[config.mk]
export PLATFORM = sky130hd
export DESIGN_NAME = cacm_top
export DESIGN_NICKNAME = d
export VERILOG_FILES = /design/src/cacm_pkg.sv /design/src/cacm_match.sv /design/src/cacm_top.sv
export VERILOG_INCLUDE_DIRS = /design/src
export SDC_FILE = /design/constraint.sdc
export NUM_CORES = 1
export LEC_CHECK = 0
export BUFFER_PORTS_ARGS = -buffer_cell sky130_fd_sc_hd__buf_4
export CORE_UTILIZATION = 24
export DETAILED_ROUTE_END_ITERATION = 12
export GPL_TIMING_DRIVEN = 0
export PLACE_DENSITY = 0.49
export SLEW_MARGIN = 5
export SYNTH_ARGS = -nofsm -noshare
export SYNTH_HDL_FRONTEND = slang
export SYNTH_SLANG_ARGS = --single-unit
[constraint.sdc]
create_clock -name sys_clk_i -period 1.56 [get_ports sys_clk_i]
set_input_delay 0.078 -clock sys_clk_i [delete_from_list [all_inputs] [get_ports sys_clk_i]]
set_output_delay 0.078 -clock sys_clk_i [all_outputs]
set_load 0.01 [all_outputs]
[src/cacm_defs.svh]
// Purpose: Register offsets, field positions and reset values for the
//          counter array compare module.
// Assumes: Avalon-MM word addressing, one register per 32-bit word.
// Notes:   Offsets are word indexes; the byte address is four times it.
`ifndef CACM_DEFS_SVH
`define CACM_DEFS_SVH

// Register word addresses (address port is a word index)
`define CACM_ADDR_W 3
`define CACM_OFF_CTRL 3'h0
`define CACM_OFF_MODE 3'h1
`define CACM_OFF_CMPL 3'h2
`define CACM_OFF_CMPH 3'h3
`define CACM_OFF_CNTL 3'h4
`define CACM_OFF_CNTH 3'h5

// Field positions in array_control_reg
`define CACM_CTRL_FLAG 0
`define CACM_CTRL_RUN 6
// Field positions in module_mode_reg
`define CACM_MODE_FLAGIE 0
`define CACM_MODE_MATCH 3
`define CACM_MODE_CMPEN 6

// Reset values
`define CACM_RST_BYTE 8'h00
`define CACM_RST_CNT 16'h0000
// Unmapped reads return this word
`define CACM_UNMAPPED 32'h0000_0000

`endif

[src/cacm_pkg.sv]
// Purpose: Types shared by the compare module files.
// Assumes: Constants live in cacm_defs.svh.
// Notes:   Holds types only.
package cacm_pkg;
    // Bus slave phase
    typedef enum logic [0:0] {CACM_IDLE, CACM_ACK} cacm_bus_t;
    // One register byte
    typedef logic [7:0] cacm_byte_t;
endpackage

[src/cacm_match.sv]
// Purpose: Equality detector for counter and compare value.
// Assumes: Inputs are on sys_clk_i; no crossing needed.
// Notes:   Emits one pulse when equality begins, not while it lasts.
`timescale 1ns/100ps
`include "cacm_defs.svh"
module cacm_match #(
    parameter int WIDTH = 16
) (
    input wire logic sys_clk_i, // System clock
    input wire logic nrst_i, // Synchronous reset, low
    input wire logic armed_i, // Compare enabled in timer mode
    input wire logic [WIDTH-1:0] count_i, // Array counter value
    input wire logic [WIDTH-1:0] value_i, // Compare value
    output logic hit_o // One-cycle match pulse
);
    import cacm_pkg::*;

    // Width check at elaboration
    if (WIDTH < 2) begin : g_chk
        $error("cacm_match: WIDTH too small");
    end

    // Equality of counter and compare value
    wire logic equal = armed_i && (count_i == value_i);
    // Previous equality, so a long match fires once
    logic equal_q;

    // Edge of equality becomes a hit
    always_ff @(posedge sys_clk_i)
    begin
        if (!nrst_i)
        begin
            equal_q <= 1'b0;
            hit_o <= 1'b0;
        end
        else
        begin
            equal_q <= equal;
            hit_o <= equal && !equal_q;
        end
    end
endmodule // cacm_match

[src/cacm_top.sv]
// Purpose: One counter array module in software timer (compare) mode,
//          with the shared counter and an Avalon-MM register slave.
// Assumes: 20 MHz sys_clk_i; software is the only bus master.
// Notes:   Read data is answered one cycle after the request.
//          Writes land at the edge that takes the request; the answer
//          cycle that follows only lets the master go.
//
// Register access over Avalon-MM and the register offsets are this design's own decisions.
`timescale 1ns/100ps
`include "cacm_defs.svh"
module cacm_top #(
    parameter int CNT_W = 16
) (
    input wire logic sys_clk_i, // System clock, 20 MHz
    input wire logic nrst_i, // Synchronous reset, low
    input wire logic [`CACM_ADDR_W-1:0] avs_address, // Word address
    input wire logic avs_read, // Read request
    input wire logic avs_write, // Write request
    input wire logic [31:0] avs_writedata, // Write data
    input wire logic [3:0] avs_byteenable, // Byte lanes
    output logic [31:0] avs_readdata, // Read data
    output logic avs_waitrequest, // Stall until answer
    output logic irq_o, // Module interrupt request
    output logic match_flag_o // Match flag level
);
    import cacm_pkg::*;

    // Only the 16-bit layout has byte registers for it
    if (CNT_W != 16) begin : g_chk
        $error("cacm_top: CNT_W must be 16");
    end

    // Slave state and registers
    cacm_bus_t bus_state; // Idle or answering
    logic run; // Counter run bit
    logic match_flag; // Sticky match flag
    logic flag_irq_en; // Interrupt enable for flag
    logic match_en; // match_flag_enable
    logic compare_enable; // Compare enable
    cacm_byte_t compare_low_byte; // Compare value low
    cacm_byte_t compare_high_byte; // Compare value high
    logic [CNT_W-1:0] counter; // Shared array counter
    logic hit; // Match pulse from detector

    // Request accepted in the idle cycle, one cycle before the slave answers
    wire logic req = (avs_read || avs_write) && (bus_state == CACM_IDLE);
    wire logic wr = avs_write && (bus_state == CACM_IDLE);
    wire logic lane0 = avs_byteenable[0];
    wire logic wr_ctrl = wr && lane0 && (avs_address == `CACM_OFF_CTRL);
    wire logic wr_mode = wr && lane0 && (avs_address == `CACM_OFF_MODE);
    wire logic wr_cmpl = wr && lane0 && (avs_address == `CACM_OFF_CMPL);
    wire logic wr_cmph = wr && lane0 && (avs_address == `CACM_OFF_CMPH);
    wire logic wr_cntl = wr && lane0 && (avs_address == `CACM_OFF_CNTL);
    wire logic wr_cnth = wr && lane0 && (avs_address == `CACM_OFF_CNTH);
    wire cacm_byte_t wbyte = avs_writedata[7:0];

    // Software timer mode needs both enables
    // mode qualification
    wire logic timer_mode = compare_enable && match_en;

    // Status and mode bytes as software sees them
    wire cacm_byte_t ctrl_byte = {1'b0, run, 5'h00, match_flag};
    wire cacm_byte_t mode_byte = {1'b0, compare_enable, 2'h0, match_en,
                                  2'h0, flag_irq_en};

    // Read mux; unmapped words read as zero
    // Reads have no side effects, so a poll never loses the flag
    wire cacm_byte_t rd_byte =
        (avs_address == `CACM_OFF_CTRL) ? ctrl_byte :
        (avs_address == `CACM_OFF_MODE) ? mode_byte :
        (avs_address == `CACM_OFF_CMPL) ? compare_low_byte :
        (avs_address == `CACM_OFF_CMPH) ? compare_high_byte :
        (avs_address == `CACM_OFF_CNTL) ? counter[7:0] :
        (avs_address == `CACM_OFF_CNTH) ? counter[15:8] :
        `CACM_RST_BYTE;

    // Flag set wins over a software clear in the same cycle
    // set on hit
    wire logic next_match_flag = hit ? 1'b1 :
        (wr_ctrl ? wbyte[`CACM_CTRL_FLAG] : match_flag);

    // Compare enable side effects of byte writes
    // low write clears
    wire logic next_compare_enable = wr_cmph ? 1'b1 :
        wr_cmpl ? 1'b0 :
        wr_mode ? wbyte[`CACM_MODE_CMPEN] : compare_enable;

    // Bus handshake: waitrequest high until the answer cycle
    // Fixed single wait keeps the master simple; no deeper pipeline
    always_ff @(posedge sys_clk_i)
    begin
        if (!nrst_i)
        begin
            bus_state <= CACM_IDLE;
            avs_waitrequest <= 1'b1;
            avs_readdata <= `CACM_UNMAPPED;
        end
        else if (req)
        begin
            bus_state <= CACM_ACK;
            avs_waitrequest <= 1'b0;
            avs_readdata <= {24'h000000, rd_byte};
        end
        else
        begin
            // Back to idle after the one answer cycle
            bus_state <= CACM_IDLE;
            avs_waitrequest <= 1'b1;
        end
    end

    // Configuration registers
    always_ff @(posedge sys_clk_i)
    begin
        if (!nrst_i)
        begin
            run <= 1'b0;
            flag_irq_en <= 1'b0;
            match_en <= 1'b0;
            compare_enable <= 1'b0;
        end
        else
        begin
            if (wr_ctrl)
            begin
                run <= wbyte[`CACM_CTRL_RUN];
            end
            if (wr_mode)
            begin
                flag_irq_en <= wbyte[`CACM_MODE_FLAGIE];
                match_en <= wbyte[`CACM_MODE_MATCH];
            end
            compare_enable <= next_compare_enable;
        end
    end

    // Compare bytes; low first keeps compare off until the pair is whole
    // write order relied on
    always_ff @(posedge sys_clk_i)
    begin
        if (!nrst_i)
        begin
            compare_low_byte <= `CACM_RST_BYTE;
            compare_high_byte <= `CACM_RST_BYTE;
        end
        else
        begin
            if (wr_cmpl)
            begin
                compare_low_byte <= wbyte;
            end
            if (wr_cmph)
            begin
                compare_high_byte <= wbyte;
            end
        end
    end

    // Free-running array counter, software loadable per byte
    // A byte load wins over counting, so a load while running is exact
    // The cycle of a load skips one increment of the whole counter
    always_ff @(posedge sys_clk_i)
    begin
        if (!nrst_i)
        begin
            counter <= `CACM_RST_CNT;
        end
        else if (wr_cntl)
        begin
            counter[7:0] <= wbyte;
        end
        else if (wr_cnth)
        begin
            counter[15:8] <= wbyte;
        end
        else if (run)
        begin
            counter <= counter + 16'h0001;
        end
    end

    // Equality detector, one pulse per match
    // Edge detection lives there so a stopped counter fires only once
    // continuous compare
    // gated by enable, once per match
    cacm_match #(
        .WIDTH(CNT_W)
    ) u_match (
        .sys_clk_i(sys_clk_i),
        .nrst_i(nrst_i),
        .armed_i(timer_mode),
        .count_i(counter),
        .value_i({compare_high_byte, compare_low_byte}),
        .hit_o(hit)
    );

    // Flag and interrupt outputs, all registered
    // Port copy of the flag is its own flop so the output is registered
    always_ff @(posedge sys_clk_i)
    begin
        if (!nrst_i)
        begin
            match_flag <= 1'b0;
            match_flag_o <= 1'b0;
            irq_o <= 1'b0;
        end
        else
        begin
            match_flag <= next_match_flag;
            match_flag_o <= next_match_flag;
            irq_o <= next_match_flag && flag_irq_en;
        end
    end
endmodule // cacm_top

==> impl_metrics.csv, run 1 <==
group,metric,value,unit
status,status,"finished, violations left",
status,violations,"negative setup slack",
setup_path,worstReg2RegStart,"bus_state",
placement,io_buffers,25,
setup_path,max_stage_delay,0.34,ns
yosys,synth_top_area_share,32.4,%
floorplanning,ios,78,
setup_path,cp_data_arrival_time,1.76,ns
setup_path,crit_type,"reg -> reg",
yosys,yosysTopAreaCell,"dfxtp_1",
final_layout,syn2layout_area_growth,30.7,%
sta,hold_violations,0,
yosys,synth-edff-count,0,
clock_network,cts_tree,"built",
setup_path,cp-end-kind,"flip-flop",
floorplanning,core_area,12600,sq um
flow_run,maxCapViolations,0,
sta,report.final.slew_viol_count,0,
sta,fin_crit_sh,101,%
sta,grt_setup_unrepaired,"yes",
floorplanning,initial_core_util,24.6,%
final_layout,fin_area,4040,sq um
routing,vias,3148,
setup_path,start_kind,"flip-flop",
routing,wirelength,10600,microns
sta,finClkSkew,0.00568,ns
worst_hold_path,hold_path.startpoint,"avs_writedata[7]",
clock_network,cts_buffers,5,
setup_path,rrSetupSlack,-0.01,ns
yosys,ys_ff_latch,50,
power,power_density,714,nW/um^2
worst_hold_path,whs_path_depth,3,
placement,placed_cell_area,3580,sq um
final_layout,layout-drive-gt1-share,31.4,%
final_layout,final_cell_mix,"69 x buf_4, 40 x dfxtp_1, 37 x nand2_1",
yosys,ys_types,70,
yosys,async_flop_share,0,%
yosys,yosysSeqAreaShare,32.4,%
sta,slew_headroom,58.9,%
final_layout,finalNetCount,479,
routing,wl_per_cell,17.4,microns
floorplanning,dieWidth,115,microns
clock_network,cts_sinks,50,
power,leakage,1.51,nW
setup_path,path_cells,"and4bb_1 -> buf_6 -> nand2_4 -> buf_6 -> mux2_4 -> o221a_1",
final_layout,antenna_cells,0,
floorplanning,dieArea,13300,sq um
yosys,syn_area,3090,sq um
yosys,synthFlopType,"dfxtp_1",
yosys,synth_area_leaders,"dfxtp_1 32%, buf_4 6.6%, a21oi_1 5.5%, mux2i_1 4.9%, nand2_1 4.6%",
setup_path,worst-path-buf-inv,2,
setup_path,cpLargestDelayFamily,"flip-flops",
routing,drt_iter0_markers,307,
clock_network,cts-root-buf,"clkbuf_16",
setup_path,timing.rr.end,"counter[6]",
worst_hold_path,hp-class,"in -> reg",
setup_path,crit_path_top_delay_cell,"dfxtp_2",
worst_hold_path,min_to,"compare_low_byte[7]",
sta,layout_min_cycle_time,1.57,ns
clock_network,htreeDepth,2,
sta,setup_violations,3,
grt,grt.overflow.total,0,
grt,grt_pass1_vias,2863,
clock_network,cts_max_path_buffers,2,
routing,dr.pass1.iters,5,
floorplanning,row_count,41,
yosys,yosys_warnings,0,
routing,ant_nets,0,
sta,worst_slew_pin_slew,0.617,ns
clock_network,clk_pin_slew_worst_paths,0.07,ns
yosys,syn_area_per_cell,8.39,sq um
placement,place.gp.congestion,0.859,
grt,grt_max_degree,17,
grt,grt_use_total,16.2,%
grt,grt_pass1_wl,16300,microns
clock_network,clk_latency,0.30,ns
sta,tns,-0.0191,ns
sta,clock.fmax,637,MHz
power,peakVddDrop,0.383,mV
yosys,syn_inst,368,
routing,remaining_drc_errors,0,
final_layout,final_common_cell,"buf_4",
setup_path,crit_top_cell,"buf_6",
setup_path,required,1.75,ns
setup_path,rr_worst_depth,6,
placement,hpwl,7450,microns
sta,setup_ws,-0.0100,ns
routing,via_per_inst,5.18,
grt,antenna_found_initial,0,
placement,dpl_worst_slack,-0.298,ns
floorplanning,die_h,115,microns
setup_path,cp_max_fo,10,
==> synth_stat cells (all sizes together) (8+ instances only) <==
cell    instances
o22ai           9
mux2i          15
a211oi          8
buf            44
a21oi          35
o21ai          17
dfxtp          50
nand4          13
xnor2          13
nand3          16
nor2            9
nand2          39
clkbuf         10
==> report_power, final <==
part | total (mW) | switching (mW) | internal, mW | leakage [nW]
Clock | 1.17 | 0.528 | 0.646 | 0.0770
Combinational | 0.395 | 0.227 | 0.168 | 1.02
Sequential | 1.32 | 0.0231 | 1.29 | 0.409
==> per-layer routing <==
metal	routed length [microns]	track usage (%)	up-vias
met5	0	0	-
met1	4750	22.8	1494
met4	288	5.19	0
met2	4750	25.2	169
met3	789	2.51	29
li1	-	-	1456
==> area by class of cell <==
| type | count | area, sq um |
|---|---|---|
| plain buffers | 51 | 398 |
| clock buffers | 6 | 139 |
| clock inverters | 2 | 17.5 |
| fillers | 1349 | 8530 |
| inverters | 6 | 22.5 |
| multi-input cells | 281 | 1930 |
| flip-flops and latches | 50 | 1020 |
| well taps | 172 | 215 |
| repair buffers | 40 | 300 |
==> registers in the layout (all words and copies together), names as in the netlist <==
signal and cells:
counter 16, avs_readdata 8, compare_high_byte 8, compare_low_byte 8, avs_waitrequest 1, bus_state 1, compare_enable 1, flag_irq_en 1
irq_o 1, match_en 1, match_flag 1, run 1, u_match.equal_q 1, u_match.hit_o 1
==> worst max path at each step <==
stage | startpoint | endpoint | cells past startpoint
after global routing | bus_state | counter[1] | 6
after CTS | counter[0] | counter[6] | 5
final | bus_state | counter[6] | 6
after detailed placement | counter[0] | counter[6] | 5
after floorplan | counter[0] | counter[6] | 5
after global placement | counter[0] | counter[6] | 5
==> cell families (layout without fill, tap and decap cells) <==
logic type               Yosys count  count (layout)  synth area share [%]
adder cells (fa/ha/maj)            1               1                 0.405
AO/OA/AOI/OAI                    109             109                  23.5
XOR/XNOR                          16              16                  4.54
flip-flops                        50              50                  32.4
buffers and inverters             60             105                  12.5
other                              1              24                 0.121
multiplexers                      17              17                  5.71
AND/OR/NAND/NOR                  114             114                  20.8
==> worst reg2reg max path, cell delays in order, from the launching register on <==
cell      delay, ns
dfxtp_2        0.34
and4bb_1       0.27
buf_6          0.15
nand2_4        0.06
buf_6          0.14
mux2_4         0.30
o221a_1        0.20
==> through the flow <==
stage	utilization, %	hold slack (ns)	cells	total power, mW
6_report	32.1	0.0680	608	2.88
3_5_place_dp	28.5	0.379	588	1.70
3_3_place_gp	28.5	0.373	588	1.70
4_1_cts	31.0	0.0639	599	2.90
5_1_grt	32.1	0.0711	608	2.99
2_1_floorplan	-	0.214	391	1.57
==> timing repair <==
item | CTS | global route
gates cloned | 0 | 1
hold endpoints to repair | 0 | 0
setup buffers | 6 | 8
pin swaps | 5 | 3
resized for setup | 34 | 24
hold buffers | 0 | 0
endpoints found under the setup margin | 36 | 22
(Power assumes the default switching activity.)
==> inputs of run 2 (changes only) <==
--- a/config.mk
+++ b/config.mk
@@ -7,11 +7,14 @@
 export NUM_CORES = 1
 export LEC_CHECK = 0
 export BUFFER_PORTS_ARGS = -buffer_cell sky130_fd_sc_hd__buf_4
+export CELL_PAD_IN_SITES_DETAIL_PLACEMENT = 1
+export CELL_PAD_IN_SITES_GLOBAL_PLACEMENT = 2
 export CORE_UTILIZATION = 24
 export DETAILED_ROUTE_END_ITERATION = 12
 export GPL_TIMING_DRIVEN = 0
-export PLACE_DENSITY = 0.49
+export PLACE_DENSITY = 0.72
 export SLEW_MARGIN = 5
 export SYNTH_ARGS = -nofsm -noshare
 export SYNTH_HDL_FRONTEND = slang
 export SYNTH_SLANG_ARGS = --single-unit
+export TNS_END_PERCENT = 5
==> run 2 against run 1 <==
  * The flow still finishes with violations (negative setup slack)
  * Register-to-register slack worse by 0.02 ns
  * Die area unchanged
  * Combinational power about the same
  * Setup slack worse by 0.021 ns
  * Clock-buffer cell count shrank 1
  * Sequential cell count unchanged
  * Global-route usage is 1.5 points higher
  * Wire length increased by 6.4%
  * Clock power decreased by 7%
  * Fmax fell by 1.3%
  * Power shrank 2.9%
  * Sequential power is essentially flat
  * Largest cell class unchanged
==> impl_metrics.csv, run 2 (synthesis results as in run 1) <==
group,metric,value,unit
final_layout,fin_cells,599,
floorplanning,ios,78,
power,peakVddDrop,0.344,mV
power,switching_power,757,uW
grt,grt.overflow.total,0,
setup_path,path_cells,"and4bb_1 -> buf_6 -> nand2_2 -> buf_6 -> mux2_4 -> o221a_1",
clock_network,hold_buffers,0,
clock_network,cts_tree,"built",
clock_network,cts_sinks,50,
worst_hold_path,whs_path_depth,3,
clock_network,cts_max_path_buffers,2,
power,p_comb_share,14.1,%
setup_path,required,1.73,ns
sta,tns,-0.0620,ns
routing,via_per_inst,4.99,
final_layout,final_cell_mix,"61 x buf_4, 37 x nand2_1, 36 x dfxtp_1",
routing,vias,2991,
setup_path,crit_type,"reg -> reg",
flow_run,maxCapViolations,0,
floorplanning,initial_core_util,24.6,%
sta,report.final.slew_viol_count,0,
final_layout,finalNetCount,471,
setup_path,max_stage_delay,0.34,ns
placement,hpwl,8370,microns
sta,finClkSkew,0.0114,ns
floorplanning,row_count,41,
setup_path,cp.depth,6,
clock_network,clk_latency,0.29,ns
final_layout,largest_reg_flops,16,
setup_path,cpLargestDelayFamily,"flip-flops",
setup_path,crit_path_top_delay_cell,"dfxtp_2",
setup_path,worstReg2RegStart,"bus_state",
setup_path,startpoint,"bus_state",
sta,fin_crit_sh,102,%
sta,clock.fmax,628,MHz
power,swShare,27.0,%
final_layout,fin_area,3970,sq um
sta,hold_violations,0,
sta,setup_ws,-0.0311,ns
sta,setup_violations,2,
grt,grt_pass1_wl,17700,microns
final_layout,max_flop_register,"counter",
clock_network,cts-root-buf,"clkbuf_16",
power,clkPwrFrac,39.0,%
clock_network,clk_pin_slew_worst_paths,0.07,ns
sta,grt_setup_unrepaired,"yes",
worst_hold_path,hp-class,"in -> reg",
setup_path,worst-path-buf-inv,2,
placement,placed_cells,588,
power,p_int,2.04,mW
placement,io_buffers,25,
floorplanning,die_h,115,microns
final_layout,layout-drive-gt1-share,31.1,%
setup_path,cp-end-kind,"flip-flop",
floorplanning,dieArea,13300,sq um
placement,placed_cell_area,3580,sq um
routing,dr.pass1.iters,7,
setup_path,cp_max_fo,8,
setup_path,rr_worst_depth,6,
grt,grt_pass1_vias,3027,
status,status,"finished, violations left",
clock_network,cts_buffers,5,
final_layout,utilization,31.6,%
floorplanning,dieWidth,115,microns
power,seqPwrFrac,46.9,%
setup_path,cp_data_arrival_time,1.77,ns
status,violations,"negative setup slack",
routing,wl_per_cell,18.8,microns
power,leakage,1.44,nW
final_layout,syn2layout_area_growth,28.4,%
grt,antenna_found_initial,0,
sta,slew_headroom,57.7,%
clock_network,htreeDepth,2,
final_layout,antenna_cells,0,
grt,grt_max_degree,16,
setup_path,start_kind,"flip-flop",
setup_path,crit_top_cell,"buf_6",
power,power_density,706,nW/um^2
routing,ant_nets,0,
placement,place.gp.congestion,0.856,
routing,drt_iter0_markers,173,
final_layout,final_common_cell,"buf_4",
floorplanning,core_area,12600,sq um
routing,wirelength,11300,microns
sta,layout_min_cycle_time,1.59,ns
worst_hold_path,hold_path.startpoint,"avs_writedata[2]",
grt,grt_use_total,17.7,%
sta,worst_slew_pin_slew,0.635,ns
routing,remaining_drc_errors,0,
-- run 2: cell type report --
cell class                      count  area [sq um]
Timing Repair Buffer               31           233
Inverter                            6          22.5
Sequential cell                    50          1020
Multi-Input combinational cell    281          1920
Clock buffer                        5           125
Tap cell                          172           215
Buffer                             52           414
Fill cell                        1500          8600
Clock inverter                      2          15.0
-- run 2: final timing paths --
kind	to	slack, ns
setup reg to reg	counter[6]	-0.03
hold / removal	compare_high_byte[2]	0.08
setup / recovery	counter[6]	-0.03
hold reg to reg	u_match.hit_o	0.45
-- run 2: timing repair --
item	in CTS	in global routing
gates resized for setup	35	28
endpoints found under the setup margin	36	16
setup buffers	4	2
endpoints found under the hold margin	0	0
pin swaps	4	4
gates cloned	0	0
-- run 2: worst min-delay path, delay by kind of cell --
family,cells,cell delay (ns)
buffers and inverters,1,0.13
AND/OR/NAND/NOR,1,0.05
AO/OA/AOI/OAI,1,0.05
-- run 2: power by group through the flow --
stage	Combinational, mW	Clock, mW	Sequential, mW
after floorplan	0.233	0	1.34
after global placement	0.363	0	1.34
after detailed placement	0.366	0	1.34
after CTS	0.383	1.13	1.31
after global routing	0.423	1.18	1.32
final	0.394	1.09	1.31
-- run 2: per-stage QoR --
step	worst slack, ns	power, mW	hold WS [ns]
after floorplan	0.0210	1.57	0.214
after global placement	-0.310	1.71	0.368
after detailed placement	-0.337	1.71	0.372
after CTS	-0.0493	2.82	0.0705
after global routing	-0.0811	2.92	0.0755
final	-0.0311	2.80	0.0758
-- run 2: metal layers --
metal  wire length (microns)  part of all wire, %  track usage (%)  up-vias
li1                        -                    -                -     1424
met1                    5210                   46             22.9     1489
met2                    5530                   49             30.5       63
met3                     326                  2.9             2.30       15
met4                     195                  1.7             5.28        0
met5                       0                    0                0        -
==> inputs of run 3 (changes only) <==
--- a/config.mk
+++ b/config.mk
@@ -7,12 +7,10 @@
 export NUM_CORES = 1
 export LEC_CHECK = 0
 export BUFFER_PORTS_ARGS = -buffer_cell sky130_fd_sc_hd__buf_4
-export CELL_PAD_IN_SITES_DETAIL_PLACEMENT = 1
-export CELL_PAD_IN_SITES_GLOBAL_PLACEMENT = 2
 export CORE_UTILIZATION = 24
 export DETAILED_ROUTE_END_ITERATION = 12
 export GPL_TIMING_DRIVEN = 0
-export PLACE_DENSITY = 0.72
+export PLACE_DENSITY = 0.49
 export SLEW_MARGIN = 5
 export SYNTH_ARGS = -nofsm -noshare
 export SYNTH_HDL_FRONTEND = slang
==> run 3 against run 2 <==
  * The flow still finishes with violations (negative setup slack)
  * Sequential power barely moved
  * Final cell count rose by 0.50%
  * Power rose by 2.6%
  * Core utilization rose by 0.080 points
  * Sequential cell count did not move
  * Fmax fell by 0.47%
  * Combinational power barely moved
  * Critical path type unchanged
  * Critical endpoint is now counter[11]
==> impl_metrics.csv, run 3 (synthesis results as in run 1) <==
group,metric,value,unit
routing,remaining_drc_errors,0,
setup_path,cp_data_arrival_time,1.77,ns
status,violations,"negative setup slack",
power,p_comb_share,13.7,%
final_layout,layout-drive-gt1-share,29.8,%
routing,ant_nets,0,
sta,hold_violations,0,
setup_path,required,1.73,ns
routing,vias,3024,
routing,drt_iter0_markers,244,
sta,finClkSkew,0.00439,ns
sta,fin_crit_sh,102,%
clock_network,hold_buffers,0,
sta,setup_violations,6,
setup_path,path_cells,"nand3_2 -> or4b_1 -> a21oi_1 -> o22ai_1",
power,power_density,723,nW/um^2
sta,whs,0.0709,ns
floorplanning,ios,78,
final_layout,utilization,31.6,%
grt,grt.overflow.total,0,
routing,wl_per_cell,17.4,microns
placement,io_buffers,25,
sta,slew_headroom,59.1,%
final_layout,fillerInstances,1368,
final_layout,finalNetCount,473,
final_layout,max_flop_register,"counter",
setup_path,crit_type,"reg -> reg",
final_layout,largest_reg_flops,16,
power,clkPwrFrac,40.7,%
clock_network,htreeDepth,2,
sta,report.final.slew_viol_count,0,
final_layout,syn2layout_area_growth,28.8,%
placement,hpwl,7450,microns
setup_path,start_kind,"flip-flop",
clock_network,cts_buffers,5,
grt,antenna_found_initial,0,
power,swShare,26.9,%
power,switching_power,774,uW
setup_path,max_stage_delay,0.54,ns
status,status,"finished, violations left",
floorplanning,die_h,115,microns
floorplanning,initial_core_util,24.6,%
clock_network,cts-root-buf,"clkbuf_16",
sta,tns,-0.0993,ns
worst_hold_path,hp-class,"in -> reg",
placement,dpl_worst_slack,-0.298,ns
power,p_int,2.10,mW
routing,via_per_inst,5.02,
placement,place.gp.congestion,0.859,
final_layout,final_cell_mix,"62 x buf_4, 45 x dfxtp_1, 37 x nand2_1",
clock_network,cts_max_path_buffers,2,
sta,clock.fmax,626,MHz
clock_network,clk_pin_slew_worst_paths,0.07,ns
grt,grt_use_total,16.1,%
setup_path,cp-end-kind,"flip-flop",
floorplanning,core_area,12600,sq um
grt,grtUsageMet2,25.0,%
power,leakage,1.46,nW
floorplanning,row_count,41,
routing,dr.pass1.iters,5,
sta,worst_slew_pin_slew,0.614,ns
final_layout,antenna_cells,0,
clock_network,cts_tree,"built",
final_layout,final_common_cell,"buf_4",
setup_path,cp_max_fo,5,
grt,grtUsageMet1,22.5,%
sta,layout_min_cycle_time,1.60,ns
power,peakVddDrop,0.373,mV
floorplanning,dieWidth,115,microns
clock_network,cts_sinks,50,
clock_network,clk_latency,0.29,ns
grt,grt_max_degree,17,
floorplanning,dieArea,13300,sq um
grt,grt_pass1_vias,2820,
routing,wirelength,10500,microns
grt,busiest_layer,"met2",
setup_path,crit_path_top_delay_cell,"or4b_1",
sta,grt_setup_unrepaired,"yes",
power,seqPwrFrac,45.6,%
grt,grt_util_met3,2.88,%
placement,placed_cell_area,3580,sq um
sta,setup_ws,-0.0386,ns
flow_run,maxCapViolations,0,
final_layout,fin_area,3980,sq um
grt,grt_pass1_wl,16200,microns
## run 3: changes by cell type in the layout (fill, tap and decap cells not counted), moves of 2 or more
cell / delta
dfxtp_2: -10
nand3_1: -2
dfxtp_1: +9
nand3_2: +2
a2111oi_2: +2
clkbuf_2: +2
clkinvlp_4: -2
clkinv_4: +2
## run 3: what timing repair did
action | CTS | global route
gates resized for setup | 24 | 31
endpoints found under the setup margin | 36 | 27
setup buffers | 0 | 6
pin swaps | 3 | 11
endpoints found under the hold margin | 0 | 0
cloned | 0 | 1
## run 3: critical path: cells and delay by family, from the launching register on
kind | cells | cell delay, ns
AO/OA/AOI/OAI | 2 | 0.29
AND/OR/NAND/NOR | 2 | 0.71
flip-flops | 1 | 0.48
## run 3: path summary, 6_finish.rpt
check | start | to | slack, ns | cells after the start
setup / recovery | counter[6] | counter[11] | -0.04 | 4
hold / removal | avs_writedata[7] | compare_low_byte[7] | 0.07 | 3
setup reg to reg | counter[6] | counter[11] | -0.04 | 4
hold reg to reg | u_match.equal_q | u_match.hit_o | 0.44 | 1
## run 3: routing by layer
| layer | vias to the layer above | wire length [microns] |
|---|---|---|
| met5 | - | 0 |
| met4 | 0 | 201 |
| met3 | 21 | 705 |
| met2 | 119 | 4730 |
| met1 | 1439 | 4830 |
| li1 | 1445 | - |
## run 3: layout make-up
cell class	count	area (sq um)	share of cell area, %
multi-input combinational	281	1920	48.4
sequential	50	1010	25.5
buffer	53	407	10.2
timing repair buffer	32	238	5.98
tap	172	215	5.41
clock buffer	6	139	3.49
inverter	6	22.5	0.566
clock inverter	2	17.5	0.440
## run 3: through the flow
| stage | std cells | power, mW |
|---|---|---|
| 2_1_floorplan | 391 | 1.57 |
| 3_3_place_gp | 588 | 1.70 |
| 3_5_place_dp | 588 | 1.70 |
| 4_1_cts | 595 | 2.89 |
| 5_1_grt | 602 | 2.98 |
| 6_report | 602 | 2.88 |
## run 3: power groups by stage
stage	Sequential, mW	Combinational (mW)	Clock (mW)
final	1.31	0.393	1.17
after global routing	1.31	0.423	1.25
after CTS	1.31	0.375	1.21
after detailed placement	1.34	0.362	0
after global placement	1.34	0.362	0
after floorplan	1.34	0.233	0
